==> src/rtl/ddc_map.svh <==
/*
  Register offsets, field positions and reset values of the display data channel slave.
  Assumes inclusion by bare name from the package and the design file.
*/
`ifndef DDC_MAP_SVH
`define DDC_MAP_SVH

// Special function register offsets on the core's register port.
`define DDC_OFS_DDC_SETUP    8'hd1
`define DDC_OFS_BUS_SETUP    8'hd2
`define DDC_OFS_BUF_WINDOW   8'hd4
`define DDC_OFS_TX_BYTE      8'hd5
`define DDC_OFS_POINTER      8'hd6
`define DDC_OFS_CONTROL      8'hd7
`define DDC_OFS_SER_CONTROL  8'hd8
`define DDC_OFS_SER_STATUS   8'hd9
`define DDC_OFS_SER_DATA     8'hda
`define DDC_OFS_OWN_ADDR     8'hdb

// Reset values, and the byte sent while the prefetch buffer is empty.
`define DDC_RST_BYTE         8'h00
`define DDC_RST_OWN_ADDR     8'ha0
`define DDC_IDLE_BYTE        8'hff

// Hold-detect setup fields.
`define DDC_SETUP_EN         7
`define DDC_SETUP_CNT        6:0

// Control register fields.
`define DDC_CTL_SIZE         6
`define DDC_CTL_SWFEED       5
`define DDC_CTL_WILD         4
`define DDC_CTL_D1IRQ        3
`define DDC_CTL_D1EN         2
`define DDC_CTL_SWIRQ        1
`define DDC_CTL_MODE         0

// Serial control fields.
`define DDC_SCON_EN          6
`define DDC_SCON_ACK         2

// Serial status fields.
`define DDC_SSTA_STOP        6
`define DDC_SSTA_INTR        5
`define DDC_SSTA_TX          4
`define DDC_SSTA_NACK        1
`define DDC_SSTA_SLV         0

// Pointer masks for the two buffer sizes.
`define DDC_PTR_MASK_SMALL   8'h7f
`define DDC_PTR_MASK_LARGE   8'hff

// Bit counts of one transfer.
`define DDC_LAST_BIT         4'h7
`define DDC_BYTE_BITS        4'h8
`define DDC1_NULL_BIT        4'h8

`endif

==> src/rtl/ddc_pkg.sv <==
/*
  Types of the display data channel slave: serial state enumeration and the state record.
  Assumes the constant header is on the include path.
*/
package ddc_pkg;
  `include "ddc_map.svh"

  typedef enum logic [2:0] {
    DDC_IDLE, DDC_ADDR, DDC_ACK, DDC_RX, DDC_TX, DDC_TX_ACK
  } ddc_phase_type;

  typedef struct packed {
    logic [1:0]    vs_sync;
    logic [1:0]    scl_sync;
    logic [1:0]    sda_sync;
    logic          div;
    logic          scl_f;
    logic          sda_f;
    logic [6:0]    scl_cnt;
    logic [6:0]    sda_cnt;
    logic          vs_prev;
    logic [7:0]    ddc_setup;
    logic [7:0]    bus_setup;
    logic [7:0]    tx_byte;
    logic [7:0]    ptr;
    logic [7:0]    ctrl;
    logic [7:0]    scon;
    logic [7:0]    ssta;
    logic [7:0]    sdat;
    logic [7:0]    sadr;
    ddc_phase_type phase;
    logic [3:0]    bits;
    logic [7:0]    shreg;
    logic          rw;
    logic          nack;
    logic [3:0]    d1_bits;
    logic [7:0]    d1_sh;
    logic          sda_oe;
    logic [7:0]    rdata;
    logic [7:0]    fifo0;
    logic [7:0]    fifo1;
    logic [1:0]    fifo_cnt;
  } ddc_state_type;
endpackage

==> src/rtl/ddc_slave.sv <==
/*
  Display data channel slave: 256-byte display buffer, one-way vertical-sync mode and
  two-wire serial mode, start/stop hold filtering, and the core's register port.
  Assumes a synchronous core register port on the same clock and open-drain pads
  outside that turn sda_oe into a low level on the wire.
*/
// Notes on behaviour
// RQ1 - Own seven-bit address selects slave operation.
// RQ2 - Setup enable clear means one sample.
// RQ3 - Enabled setup needs field plus one samples.
// RQ4 - Sample clock is system clock halved.
// RQ5 - Two hold setup registers, both reset zero.
// RQ6 - 256-byte buffer filled by the core.
// RQ7 - Both modes run automatically from buffer.
// RQ8 - Slave only, never drives clock line.
// RQ9 - Sync, data, clock on one pin port.
// RQ10 - Transmit byte register, read/write, resets zero.
// RQ11 - Pointer increments after every window access.
// RQ12 - Post-increment in every mode and core access.
// RQ13 - Serial registers reused by this unit.
// RQ14 - Eight-bit shift register holds serial byte.
// RQ15 - Software feed interrupts per byte, else buffer.
// RQ16 - Sync mode off: ignore sync, serve serial.
// RQ17 - Mode switch sets sticky flag, stays serial.
// RQ18 - Wildcard ignores three low address bits.
// RQ19 - Window access uses pointer before increment.
// RQ20 - Core fills buffer before enabling the unit.
`timescale 1ns/1ps
`include "ddc_map.svh"

module ddc_slave
  import ddc_pkg::*;
#(
  parameter logic [7:0] OWN_ADDR_RESET = `DDC_RST_OWN_ADDR,
  parameter int         BUF_BYTES      = 256
) (
  // Clock and reset.
  input  wire logic       clock,
  input  wire logic       arst_n,
  // Core register port.
  input  wire logic [7:0] sfr_addr,
  input  wire logic       sfr_wr,
  input  wire logic       sfr_rd,
  input  wire logic [7:0] sfr_wdata,
  output logic      [7:0] sfr_rdata,
  // Port pins of the display link.
  input  wire logic       vsync_in,
  input  wire logic       scl_in,
  input  wire logic       sda_in,
  output logic            sda_out,
  output logic            sda_oe,
  // Request levels to the core.
  output logic            ddc1_byte_irq,
  output logic            protocol_switch_irq,
  output logic            serial_irq
);

  ddc_state_type st;
  ddc_state_type next_st;
  logic [7:0]    buffer_mem [BUF_BYTES];

  // One hold filter step: the filtered level follows the pin only after it has been
  // stable for the programmed count plus one samples, which rejects glitches near edges.
  function automatic logic [7:0] hold_step(input logic raw, input logic filt,
                                           input logic [6:0] cnt, input logic smp,
                                           input logic [7:0] setup);
    logic [6:0] limit;
    limit = setup[`DDC_SETUP_EN] ? setup[`DDC_SETUP_CNT] : 7'h00; // RQ2 RQ3
    if (raw == filt) begin
      hold_step = {filt, 7'h00};
    end else if (!smp) begin
      hold_step = {filt, cnt};
    end else if (cnt == limit) begin
      hold_step = {raw, 7'h00};
    end else begin
      hold_step = {filt, cnt + 7'h01};
    end
  endfunction

  // Local decodes of the present state.
  logic       smp;
  logic       scl_rise;
  logic       scl_fall;
  logic       start_ev;
  logic       stop_ev;
  logic       vs_rise;
  logic [7:0] ptr_mask;
  logic [7:0] mem_q;
  logic       serial_on;
  logic       ddc1_on;
  logic       win_wr;
  logic       win_rd;
  logic       fifo_pop;
  logic [7:0] fifo_q;
  logic [7:0] hs;
  logic [7:0] hc;
  logic       addr_hit;

  assign smp       = st.div; // RQ4
  assign ptr_mask  = st.ctrl[`DDC_CTL_SIZE] ? `DDC_PTR_MASK_LARGE : `DDC_PTR_MASK_SMALL;
  assign mem_q     = buffer_mem[st.ptr]; // RQ19
  assign win_wr    = sfr_wr && (sfr_addr == `DDC_OFS_BUF_WINDOW);
  assign win_rd    = sfr_rd && (sfr_addr == `DDC_OFS_BUF_WINDOW);
  assign ddc1_on   = st.ctrl[`DDC_CTL_D1EN] && !st.ctrl[`DDC_CTL_MODE];
  assign serial_on = st.scon[`DDC_SCON_EN] && !ddc1_on; // RQ16
  assign fifo_q    = (st.fifo_cnt != 2'h0) ? st.fifo0 : `DDC_IDLE_BYTE;

  // Wildcard compares only the upper four bits; otherwise the full seven-bit address.
  assign addr_hit  = st.ctrl[`DDC_CTL_WILD]
                   ? (st.shreg[7:4] == st.sadr[7:4])   // RQ18
                   : (st.shreg[7:1] == st.sadr[7:1]);  // RQ1

  // Edges of the filtered lines and of the synchronised sync pin.
  always_comb begin
    hs       = hold_step(st.sda_sync[1], st.sda_f, st.sda_cnt, smp, st.ddc_setup);
    hc       = hold_step(st.scl_sync[1], st.scl_f, st.scl_cnt, smp, st.ddc_setup);
    scl_rise = !st.scl_f && hc[7];
    scl_fall = st.scl_f && !hc[7];
    start_ev = st.scl_f && hc[7] && st.sda_f && !hs[7];
    stop_ev  = st.scl_f && hc[7] && !st.sda_f && hs[7];
    vs_rise  = st.vs_sync[1] && !st.vs_prev;
  end

  // All next-state logic. Later assignments override earlier ones, so core accesses
  // to the pointer win over the prefetch and the stall is local to that one cycle.
  always_comb begin
    next_st          = st;
    fifo_pop         = 1'b0;
    next_st.vs_sync  = {st.vs_sync[0], vsync_in}; // RQ9
    next_st.scl_sync = {st.scl_sync[0], scl_in};
    next_st.sda_sync = {st.sda_sync[0], sda_in};
    next_st.div      = !st.div;
    next_st.sda_f    = hs[7];
    next_st.sda_cnt  = hs[6:0];
    next_st.scl_f    = hc[7];
    next_st.scl_cnt  = hc[6:0];
    next_st.vs_prev  = st.vs_sync[1];

    // One-way mode: one bit per sync rising edge, eight data bits then a null bit.
    if (ddc1_on && vs_rise) begin
      next_st.d1_bits = (st.d1_bits == `DDC1_NULL_BIT) ? 4'h0 : st.d1_bits + 4'h1;
      if (st.d1_bits == 4'h0) begin
        if (st.ctrl[`DDC_CTL_SWFEED]) begin
          next_st.d1_sh  = {st.tx_byte[6:0], 1'b0}; // RQ15
          next_st.sda_oe = !st.tx_byte[7];
        end else begin
          fifo_pop       = 1'b1; // RQ7
          next_st.d1_sh  = {fifo_q[6:0], 1'b0};
          next_st.sda_oe = !fifo_q[7];
        end
      end else if (st.d1_bits == `DDC1_NULL_BIT) begin
        next_st.sda_oe = 1'b0;
        if (st.ctrl[`DDC_CTL_SWFEED]) begin
          next_st.ctrl[`DDC_CTL_D1IRQ] = 1'b1; // RQ15
        end
      end else begin
        next_st.d1_sh  = {st.d1_sh[6:0], 1'b0};
        next_st.sda_oe = !st.d1_sh[7];
      end
    end

    // A falling clock edge from the host while in one-way mode switches to serial mode until the core clears the enable.
    if (ddc1_on && scl_fall) begin
      next_st.ctrl[`DDC_CTL_MODE]  = 1'b1; // RQ17
      next_st.ctrl[`DDC_CTL_SWIRQ] = 1'b1;
      next_st.sda_oe               = 1'b0;
      next_st.d1_bits              = 4'h0;
    end

    // Serial slave. Only the data line is ever driven; the clock is input only.
    if (serial_on) begin // RQ8
      unique case (st.phase)
        DDC_IDLE: ;
        DDC_ADDR, DDC_RX: begin
          if (scl_rise) begin
            next_st.shreg = {st.shreg[6:0], st.sda_f}; // RQ14
            next_st.bits  = st.bits + 4'h1;
          end else if (scl_fall && st.bits == `DDC_BYTE_BITS) begin
            next_st.bits  = 4'h0;
            next_st.phase = DDC_ACK;
            if (st.phase == DDC_ADDR) begin
              if (addr_hit) begin
                next_st.rw                 = st.shreg[0];
                next_st.sda_oe             = 1'b1;
                next_st.ssta[`DDC_SSTA_SLV] = 1'b1;
                next_st.ssta[`DDC_SSTA_TX]  = st.shreg[0];
              end else begin
                next_st.phase = DDC_IDLE;
              end
            end else begin
              // A written byte sets the buffer offset for the next read.
              next_st.sdat     = st.shreg;
              next_st.ptr      = st.shreg & ptr_mask;
              next_st.fifo_cnt = 2'h0;
              next_st.sda_oe   = st.scon[`DDC_SCON_ACK];
              next_st.ssta[`DDC_SSTA_INTR] = 1'b1;
            end
          end
        end
        // A host ack of a read byte loads the next byte on the clock fall ending the slot, like an address ack.
        DDC_ACK, DDC_TX_ACK: begin
          if (scl_rise && st.phase == DDC_TX_ACK) begin
            next_st.nack = st.sda_f;
            next_st.ssta[`DDC_SSTA_NACK] = st.sda_f;
          end else if (scl_fall) begin
            next_st.sda_oe = 1'b0;
            next_st.phase  = st.rw ? DDC_TX : DDC_RX;
            if (st.phase == DDC_TX_ACK && st.nack) begin
              next_st.phase = DDC_IDLE;
            end else if (st.rw) begin
              if (st.ctrl[`DDC_CTL_SWFEED]) begin
                next_st.shreg  = st.sdat; // RQ15
                next_st.sda_oe = !st.sdat[7];
                next_st.ssta[`DDC_SSTA_INTR] = 1'b1;
              end else begin
                fifo_pop       = 1'b1; // RQ7
                next_st.shreg  = fifo_q;
                next_st.sda_oe = !fifo_q[7];
              end
            end
          end
        end
        DDC_TX: begin
          if (scl_fall) begin
            next_st.bits   = st.bits + 4'h1;
            next_st.shreg  = {st.shreg[6:0], 1'b0};
            next_st.sda_oe = (st.bits == `DDC_LAST_BIT) ? 1'b0 : !st.shreg[6];
            if (st.bits == `DDC_LAST_BIT) begin
              next_st.bits  = 4'h0;
              next_st.phase = DDC_TX_ACK;
            end
          end
        end
      endcase
      if (start_ev) begin
        next_st.phase  = DDC_ADDR;
        next_st.bits   = 4'h0;
        next_st.sda_oe = 1'b0;
      end else if (stop_ev) begin
        next_st.phase  = DDC_IDLE;
        next_st.sda_oe = 1'b0;
        if (st.ssta[`DDC_SSTA_SLV]) begin
          next_st.ssta[`DDC_SSTA_STOP] = 1'b1;
          next_st.ssta[`DDC_SSTA_INTR] = 1'b1;
        end
        next_st.ssta[`DDC_SSTA_SLV] = 1'b0;
        next_st.ssta[`DDC_SSTA_TX]  = 1'b0;
      end
    end else if (!ddc1_on) begin
      next_st.phase  = DDC_IDLE;
      next_st.sda_oe = 1'b0;
    end

    // Two-entry prefetch buffer: the drain side pops first, then the fill side pushes.
    // The fill only runs while an entry is free, so a slow host stalls the fetches.
    if (fifo_pop && st.fifo_cnt != 2'h0) begin
      next_st.fifo0    = st.fifo1;
      next_st.fifo_cnt = st.fifo_cnt - 2'h1;
    end
    if (st.fifo_cnt != 2'h2 && !st.ctrl[`DDC_CTL_SWFEED] && (ddc1_on || serial_on)) begin
      if (next_st.fifo_cnt == 2'h0) begin
        next_st.fifo0 = mem_q;
      end else begin
        next_st.fifo1 = mem_q;
      end
      next_st.fifo_cnt = next_st.fifo_cnt + 2'h1;
      next_st.ptr      = (st.ptr + 8'h01) & ptr_mask; // RQ11 RQ12
    end

    // Core writes. Flags set by hardware win over a clear written in the same cycle.
    if (sfr_wr) begin
      unique case (sfr_addr)
        `DDC_OFS_DDC_SETUP:   next_st.ddc_setup = sfr_wdata; // RQ5
        `DDC_OFS_BUS_SETUP:   next_st.bus_setup = sfr_wdata; // RQ5
        `DDC_OFS_TX_BYTE:     next_st.tx_byte   = sfr_wdata; // RQ10
        `DDC_OFS_SER_CONTROL: next_st.scon      = sfr_wdata; // RQ13
        `DDC_OFS_SER_DATA:    next_st.sdat      = sfr_wdata; // RQ13
        `DDC_OFS_OWN_ADDR:    next_st.sadr      = sfr_wdata; // RQ1
        `DDC_OFS_POINTER: begin
          next_st.ptr      = sfr_wdata & ptr_mask;
          next_st.fifo_cnt = 2'h0;
        end
        `DDC_OFS_CONTROL: begin
          next_st.ctrl[`DDC_CTL_SIZE]   = sfr_wdata[`DDC_CTL_SIZE];
          next_st.ctrl[`DDC_CTL_SWFEED] = sfr_wdata[`DDC_CTL_SWFEED];
          next_st.ctrl[`DDC_CTL_WILD]   = sfr_wdata[`DDC_CTL_WILD];
          next_st.ctrl[`DDC_CTL_D1EN]   = sfr_wdata[`DDC_CTL_D1EN];
          next_st.ctrl[`DDC_CTL_D1IRQ]  = next_st.ctrl[`DDC_CTL_D1IRQ]
                                        & (sfr_wdata[`DDC_CTL_D1IRQ] | !st.ctrl[`DDC_CTL_D1IRQ]);
          next_st.ctrl[`DDC_CTL_SWIRQ]  = next_st.ctrl[`DDC_CTL_SWIRQ]
                                        & (sfr_wdata[`DDC_CTL_SWIRQ] | !st.ctrl[`DDC_CTL_SWIRQ]);
          if (!sfr_wdata[`DDC_CTL_D1EN]) begin
            next_st.ctrl[`DDC_CTL_MODE] = 1'b0; // RQ17
          end
        end
        default: ;
      endcase
    end

    // A window access uses the present pointer, then steps it and drops stale prefetches.
    if (win_wr || win_rd) begin
      next_st.ptr      = (st.ptr + 8'h01) & ptr_mask; // RQ11 RQ12 RQ19
      next_st.fifo_cnt = 2'h0;
    end

    // Core reads answer on the next cycle; reading the status drops its request flag
    // unless hardware sets it from clear in that very cycle.
    if (sfr_rd) begin
      unique case (sfr_addr)
        `DDC_OFS_DDC_SETUP:   next_st.rdata = st.ddc_setup;
        `DDC_OFS_BUS_SETUP:   next_st.rdata = st.bus_setup;
        `DDC_OFS_BUF_WINDOW:  next_st.rdata = mem_q; // RQ19
        `DDC_OFS_TX_BYTE:     next_st.rdata = st.tx_byte;
        `DDC_OFS_POINTER:     next_st.rdata = st.ptr;
        `DDC_OFS_CONTROL:     next_st.rdata = {1'b0, st.ctrl[6:0]};
        `DDC_OFS_SER_CONTROL: next_st.rdata = st.scon;
        `DDC_OFS_SER_DATA:    next_st.rdata = st.sdat;
        `DDC_OFS_OWN_ADDR:    next_st.rdata = st.sadr;
        `DDC_OFS_SER_STATUS: begin
          next_st.rdata = st.ssta;
          if (st.ssta[`DDC_SSTA_INTR] == next_st.ssta[`DDC_SSTA_INTR]) begin
            next_st.ssta[`DDC_SSTA_INTR] = 1'b0;
            next_st.ssta[`DDC_SSTA_STOP] = 1'b0;
          end
        end
        default:              next_st.rdata = `DDC_RST_BYTE;
      endcase
    end
  end

  // State register. The pins idle high, so the synchronisers start high too.
  always_ff @(posedge clock or negedge arst_n) begin
    if (!arst_n) begin
      st           <= '0;
      st.vs_sync   <= 2'h3;
      st.scl_sync  <= 2'h3;
      st.sda_sync  <= 2'h3;
      st.vs_prev   <= 1'b1;
      st.scl_f     <= 1'b1;
      st.sda_f     <= 1'b1;
      st.ddc_setup <= `DDC_RST_BYTE; // RQ5
      st.bus_setup <= `DDC_RST_BYTE; // RQ5
      st.tx_byte   <= `DDC_RST_BYTE; // RQ10
      st.ptr       <= `DDC_RST_BYTE;
      st.sadr      <= OWN_ADDR_RESET;
      st.phase     <= DDC_IDLE;
    end else begin
      st <= next_st;
    end
  end

  // Display buffer, written only by the core through the window; it has no reset.
  always_ff @(posedge clock) begin
    if (win_wr) begin
      buffer_mem[st.ptr] <= sfr_wdata; // RQ6 RQ20
    end
  end

  // Outputs straight from the state register; the pad only ever pulls low.
  assign sfr_rdata           = st.rdata;
  assign sda_out             = 1'b0;
  assign sda_oe              = st.sda_oe;
  assign ddc1_byte_irq       = st.ctrl[`DDC_CTL_D1IRQ];
  assign protocol_switch_irq = st.ctrl[`DDC_CTL_SWIRQ];
  assign serial_irq          = st.ssta[`DDC_SSTA_INTR];

endmodule // ddc_slave

==> config.mk <==
export PLATFORM = sky130hd
export DESIGN_NAME = ddc_slave
export DESIGN_NICKNAME = d
export VERILOG_FILES = /design/src/rtl/ddc_pkg.sv /design/src/rtl/ddc_slave.sv
export VERILOG_INCLUDE_DIRS = /design/src /design/src/rtl
export SDC_FILE = /design/constraint.sdc
export NUM_CORES = 2
export LEC_CHECK = 0
export BUFFER_PORTS_ARGS = -buffer_cell sky130_fd_sc_hd__buf_2
export CAP_MARGIN = 20
export CORE_MARGIN = 4
export CORE_UTILIZATION = 45
export CTS_BUF_LIST = sky130_fd_sc_hd__clkbuf_16
export CTS_CLUSTER_SIZE = 24
export DETAILED_ROUTE_END_ITERATION = 16
export GPL_TIMING_DRIVEN = 1
export PLACE_DENSITY_LB_ADDON = 0.05
export SLEW_MARGIN = 10
export SYNTH_ARGS = -nofsm -noshare
export SYNTH_HDL_FRONTEND = slang
export SYNTH_SLANG_ARGS = --single-unit
==> constraint.sdc <==
create_clock -name clock -period 3.25 [get_ports clock]
set_input_delay 0.65 -clock clock [delete_from_list [all_inputs] [get_ports clock]]
set_output_delay 0.65 -clock clock [all_outputs]
set_load 0.01 [all_outputs]
==> run_results.csv <==
group,metric,value,unit
synthesis,synth_top_cell_by_area,"edfxtp_1",
synthesis,synthesis.nets,4604,
synthesis,ys_types,82,
setup_path,crit_fanout,8,
synthesis,synthTopCellsByArea,"edfxtp_1 (70%), mux4_2 (13%), dfrtp_1 (3.9%)",
sta,slew_viol_final,0,
placement,dp_hpwl,189000,µm
detailed_routing,drt-initial-drc-count,5898,
detailed_routing,routed_wl,284000,µm
die,boundaryPins,36,
clocking,clock_sinks,2194,
synthesis,ys_ff_latch,2194,
final_layout,syn_to_final_growth,20.6,%
synthesis,synth_edf_count,2048,
outcome,failed_checks,"setup timing",
clocking,cts_tree,"done",
setup_path,critPathTopFamily,"multiplexers",
synthesis,async_flop_share,6.65,%
global_route,grt_usage,28.0,%
clocking,clkTransAtPathRegs,60,ps
setup_path,path_class,"reg -> reg",
global_route,grt_pass1_wl,397000,µm
clocking,cts_root_buf,"clkbuf_16",
synthesis,synth_warnings,0,
placement,dpl.cell_count,7672,
die,die_h,449,µm
setup_path,cp.depth,12,
setup_path,slowest_delay,590,ps
clocking,cts_buffers,226,
final_layout,drive_above_1_share,34.6,%
setup_path,r2r_setup_slack,-250,ps
synthesis,ys.flop_type,"edfxtp_1",
sta,layout_setup_ws,-251,ps
final_layout,stdcell_count,8158,
detailed_routing,wire_per_inst,34.8,µm
detailed_routing,vias,49500,
final_layout,nNetsFinal,5475,
sta,fin_crit,3500,ps
sta,hold_violations,0,
setup_path,cp_slowest_cell,"mux4_2",
sta,max_freq,286,MHz
detailed_routing,ant_nets,0,
synthesis,synth-seq-area-share,74.4,%
setup_path,critPathLaunchType,"flop",
min_path,hp-class,"in -> async",
global_route,gr-total-overflow,0,
synthesis,synth_top_cell_area_share,70.2,%
die,rows,161,
setup_path,rr_startpoint,"st[96]",
sta,max_slew_margin,16.0,%
die,die_x,449,µm
pwr,ir_drop,0.000496,V
pwr,p_leak,36.3,nW
setup_path,arrival,4220,ps
global_route,antenna_found_initial,11,
sta,finalSetupViolCount,22,
global_route,grt_pass1_vias,49400,
setup_path,endpoint_kind,"flop",
outcome,status,"finished with violations",
sta,fin_skew,46.9,ps
setup_path,cp.required,3970,ps
die,core,193000,µm²
detailed_routing,dr.pass1.iters,6,
setup_path,critical_path.cell_chain,"buf_12, buf_16, buf_4, buf_16, buf_4, mux4_2, mux4_2, a22oi_2, buf_4, nand4_1, nor4b_2, a21oi_1",
clocking,clk_latency,880,ps
run,maxCapViolations,0,
clocking,cts_buffer_depth,3,
placement,io_buffers,34,
synthesis,syn_avg_cell_area,19.2,µm²
setup_path,r2r-end,"sfr_rdata[4]",
detailed_routing,drt-vias-per-instance,6.06,
synthesis,postSynthCellCount,4567,
placement,place.gp.congestion,0.908,
sta,fin_crit_sh,108,%
detailed_routing,drc,0,
setup_path,cpMostUsedCell,"buf_4",
setup_path,cp.buffers_inverters,6,
die,initial_core_util,45.4,%
pwr,power.density,782,nW/µm²
clocking,cts_htree_levels,4,
sta,rsz0062_at_grt,"true",
placement,place_worst_setup_slack,-726,ps
synthesis,syn-cell-area,87600,µm²
die,design.die.area,202000,µm²
global_route,grt_max_degree,121,
setup_path,rr_worst_depth,12,
sta,tightest_slew,1260,ps
-- registers in the layout, indices dropped and copies added, names as in the netlist --
name / cells
sda_oe: 1
next_st: 4
protocol_switch_irq: 1
serial_irq: 1
smp: 1
st: 129
sfr_rdata: 8
buffer_mem: 2048
ddc1_byte_irq: 1
-- power by group --
part           leakage [nW]  switching (mW)  internal, mW
Combinational          12.4            15.2          11.9
Clock                  3.62            10.9          13.3
Sequential             20.3           0.337          31.1
Total                  36.3            26.4          56.3
-- repair_timing --
action | CTS | global route
resized for setup | 136 | 92
gates cloned | 11 | 0
setup buffers | 37 | 18
hold buffers | 4 | 0
endpoints found under the hold margin | 68 | 0
setup endpoints to repair | 57 | 112
pin swaps | 38 | 20
-- metal layers --
layer	GRT usage (%)	vias up	part of all wire (%)
met4	8.96	0	3.7
met1	40.1	26500	42
met2	44.1	2049	47
met3	4.83	404	7.2
met5	0	-	0
li1	-	20500	-
-- per-stage QoR --
stage          cell area, µm²  total power, mW  hold slack [ps]  util (%)  TNS [ps]
2_1_floorplan           87600             44.2              345         -         0
5_1_grt                106000             85.2              242      54.8     -4020
4_1_cts                105000             82.7              195      54.5     -3540
3_5_place_dp            96900             56.4              350      50.2    -15880
3_3_place_gp            96900             56.4              350      50.2    -12670
6_report               106000             82.7              247      54.8     -3160
-- area by class of cell --
class,instances,area (µm²)
multi-input cells,2068,21800
flip-flops and latches,2194,65200
repair buffers,928,8550
well taps,2526,3160
diodes,3,7.51
fillers,15100,87300
clock inverters,191,1180
clock buffers,228,5710
inverters,20,82.6
-- Yosys cell counts, drive strengths merged, types with 15 or more instances --
cell type / instances
o21ai: 103
a21oi: 82
nand2b: 20
mux2i: 131
a211oi: 15
nand4: 15
clkbuf: 133
a22oi: 91
a221oi: 27
buf: 152
dfrtp: 135
xor2: 16
and3: 19
mux4: 509
nor2: 370
nor3: 39
nor4: 24
nand3: 63
a31oi: 28
mux2: 51
nand2: 208
nor2b: 20
nand3b: 15
edfxtp: 2048
o22ai: 36
inv: 19
-- worst reg2reg max path: cells and delay by family, from the launching register on --
| family | cells | cell delay, ps |
|---|---|---|
| DFF | 1 | 520 |
| AOI/OAI and AO/OA | 2 | 310 |
| buffers and inverters | 6 | 980 |
| muxes | 2 | 1020 |
| and+or+nand+nor | 2 | 520 |
-- cells by family after synthesis --
kind of cell | after synthesis | share of synthesized area [%]
xor+xnor | 25 | 0.250
mux | 691 | 15.2
other cells | 1 | 0.00428
compound gates | 484 | 3.72
fa+ha+maj | 14 | 0.200
flops | 2194 | 74.4
buf+inv | 305 | 1.74
simple gates | 853 | 4.48
-- cell usage in the layout, fill, tap and decap left out, types with 58 or more instances in the layout --
cell	synthesis	final
buf_12	1	82
mux2i_1	131	124
edfxtp_1	2048	2048
a22oi_1	91	70
nand3_1	63	58
nand2_1	208	200
mux4_2	509	509
clkbuf_16	0	228
buf_4	36	761
dfrtp_1	135	127
o21ai_0	92	82
nor2_1	370	347
clkinv_1	1	64
inv_1	19	85
a21oi_1	82	75
-- worst max-delay path by stage --
stage	startpoint	endpoint	slack, ps
2_1_floorplan	sfr_addr[3]	buffer_mem[218][0]	110
3_5_place_dp	st[96]	sfr_rdata[7]	-730
3_3_place_gp	st[96]	sfr_rdata[7]	-720
6_report	st[96]	sfr_rdata[4]	-250
5_1_grt	st[96]	sfr_rdata[7]	-290
4_1_cts	st[96]	sfr_rdata[7]	-270
(Power assumes the default switching activity.)
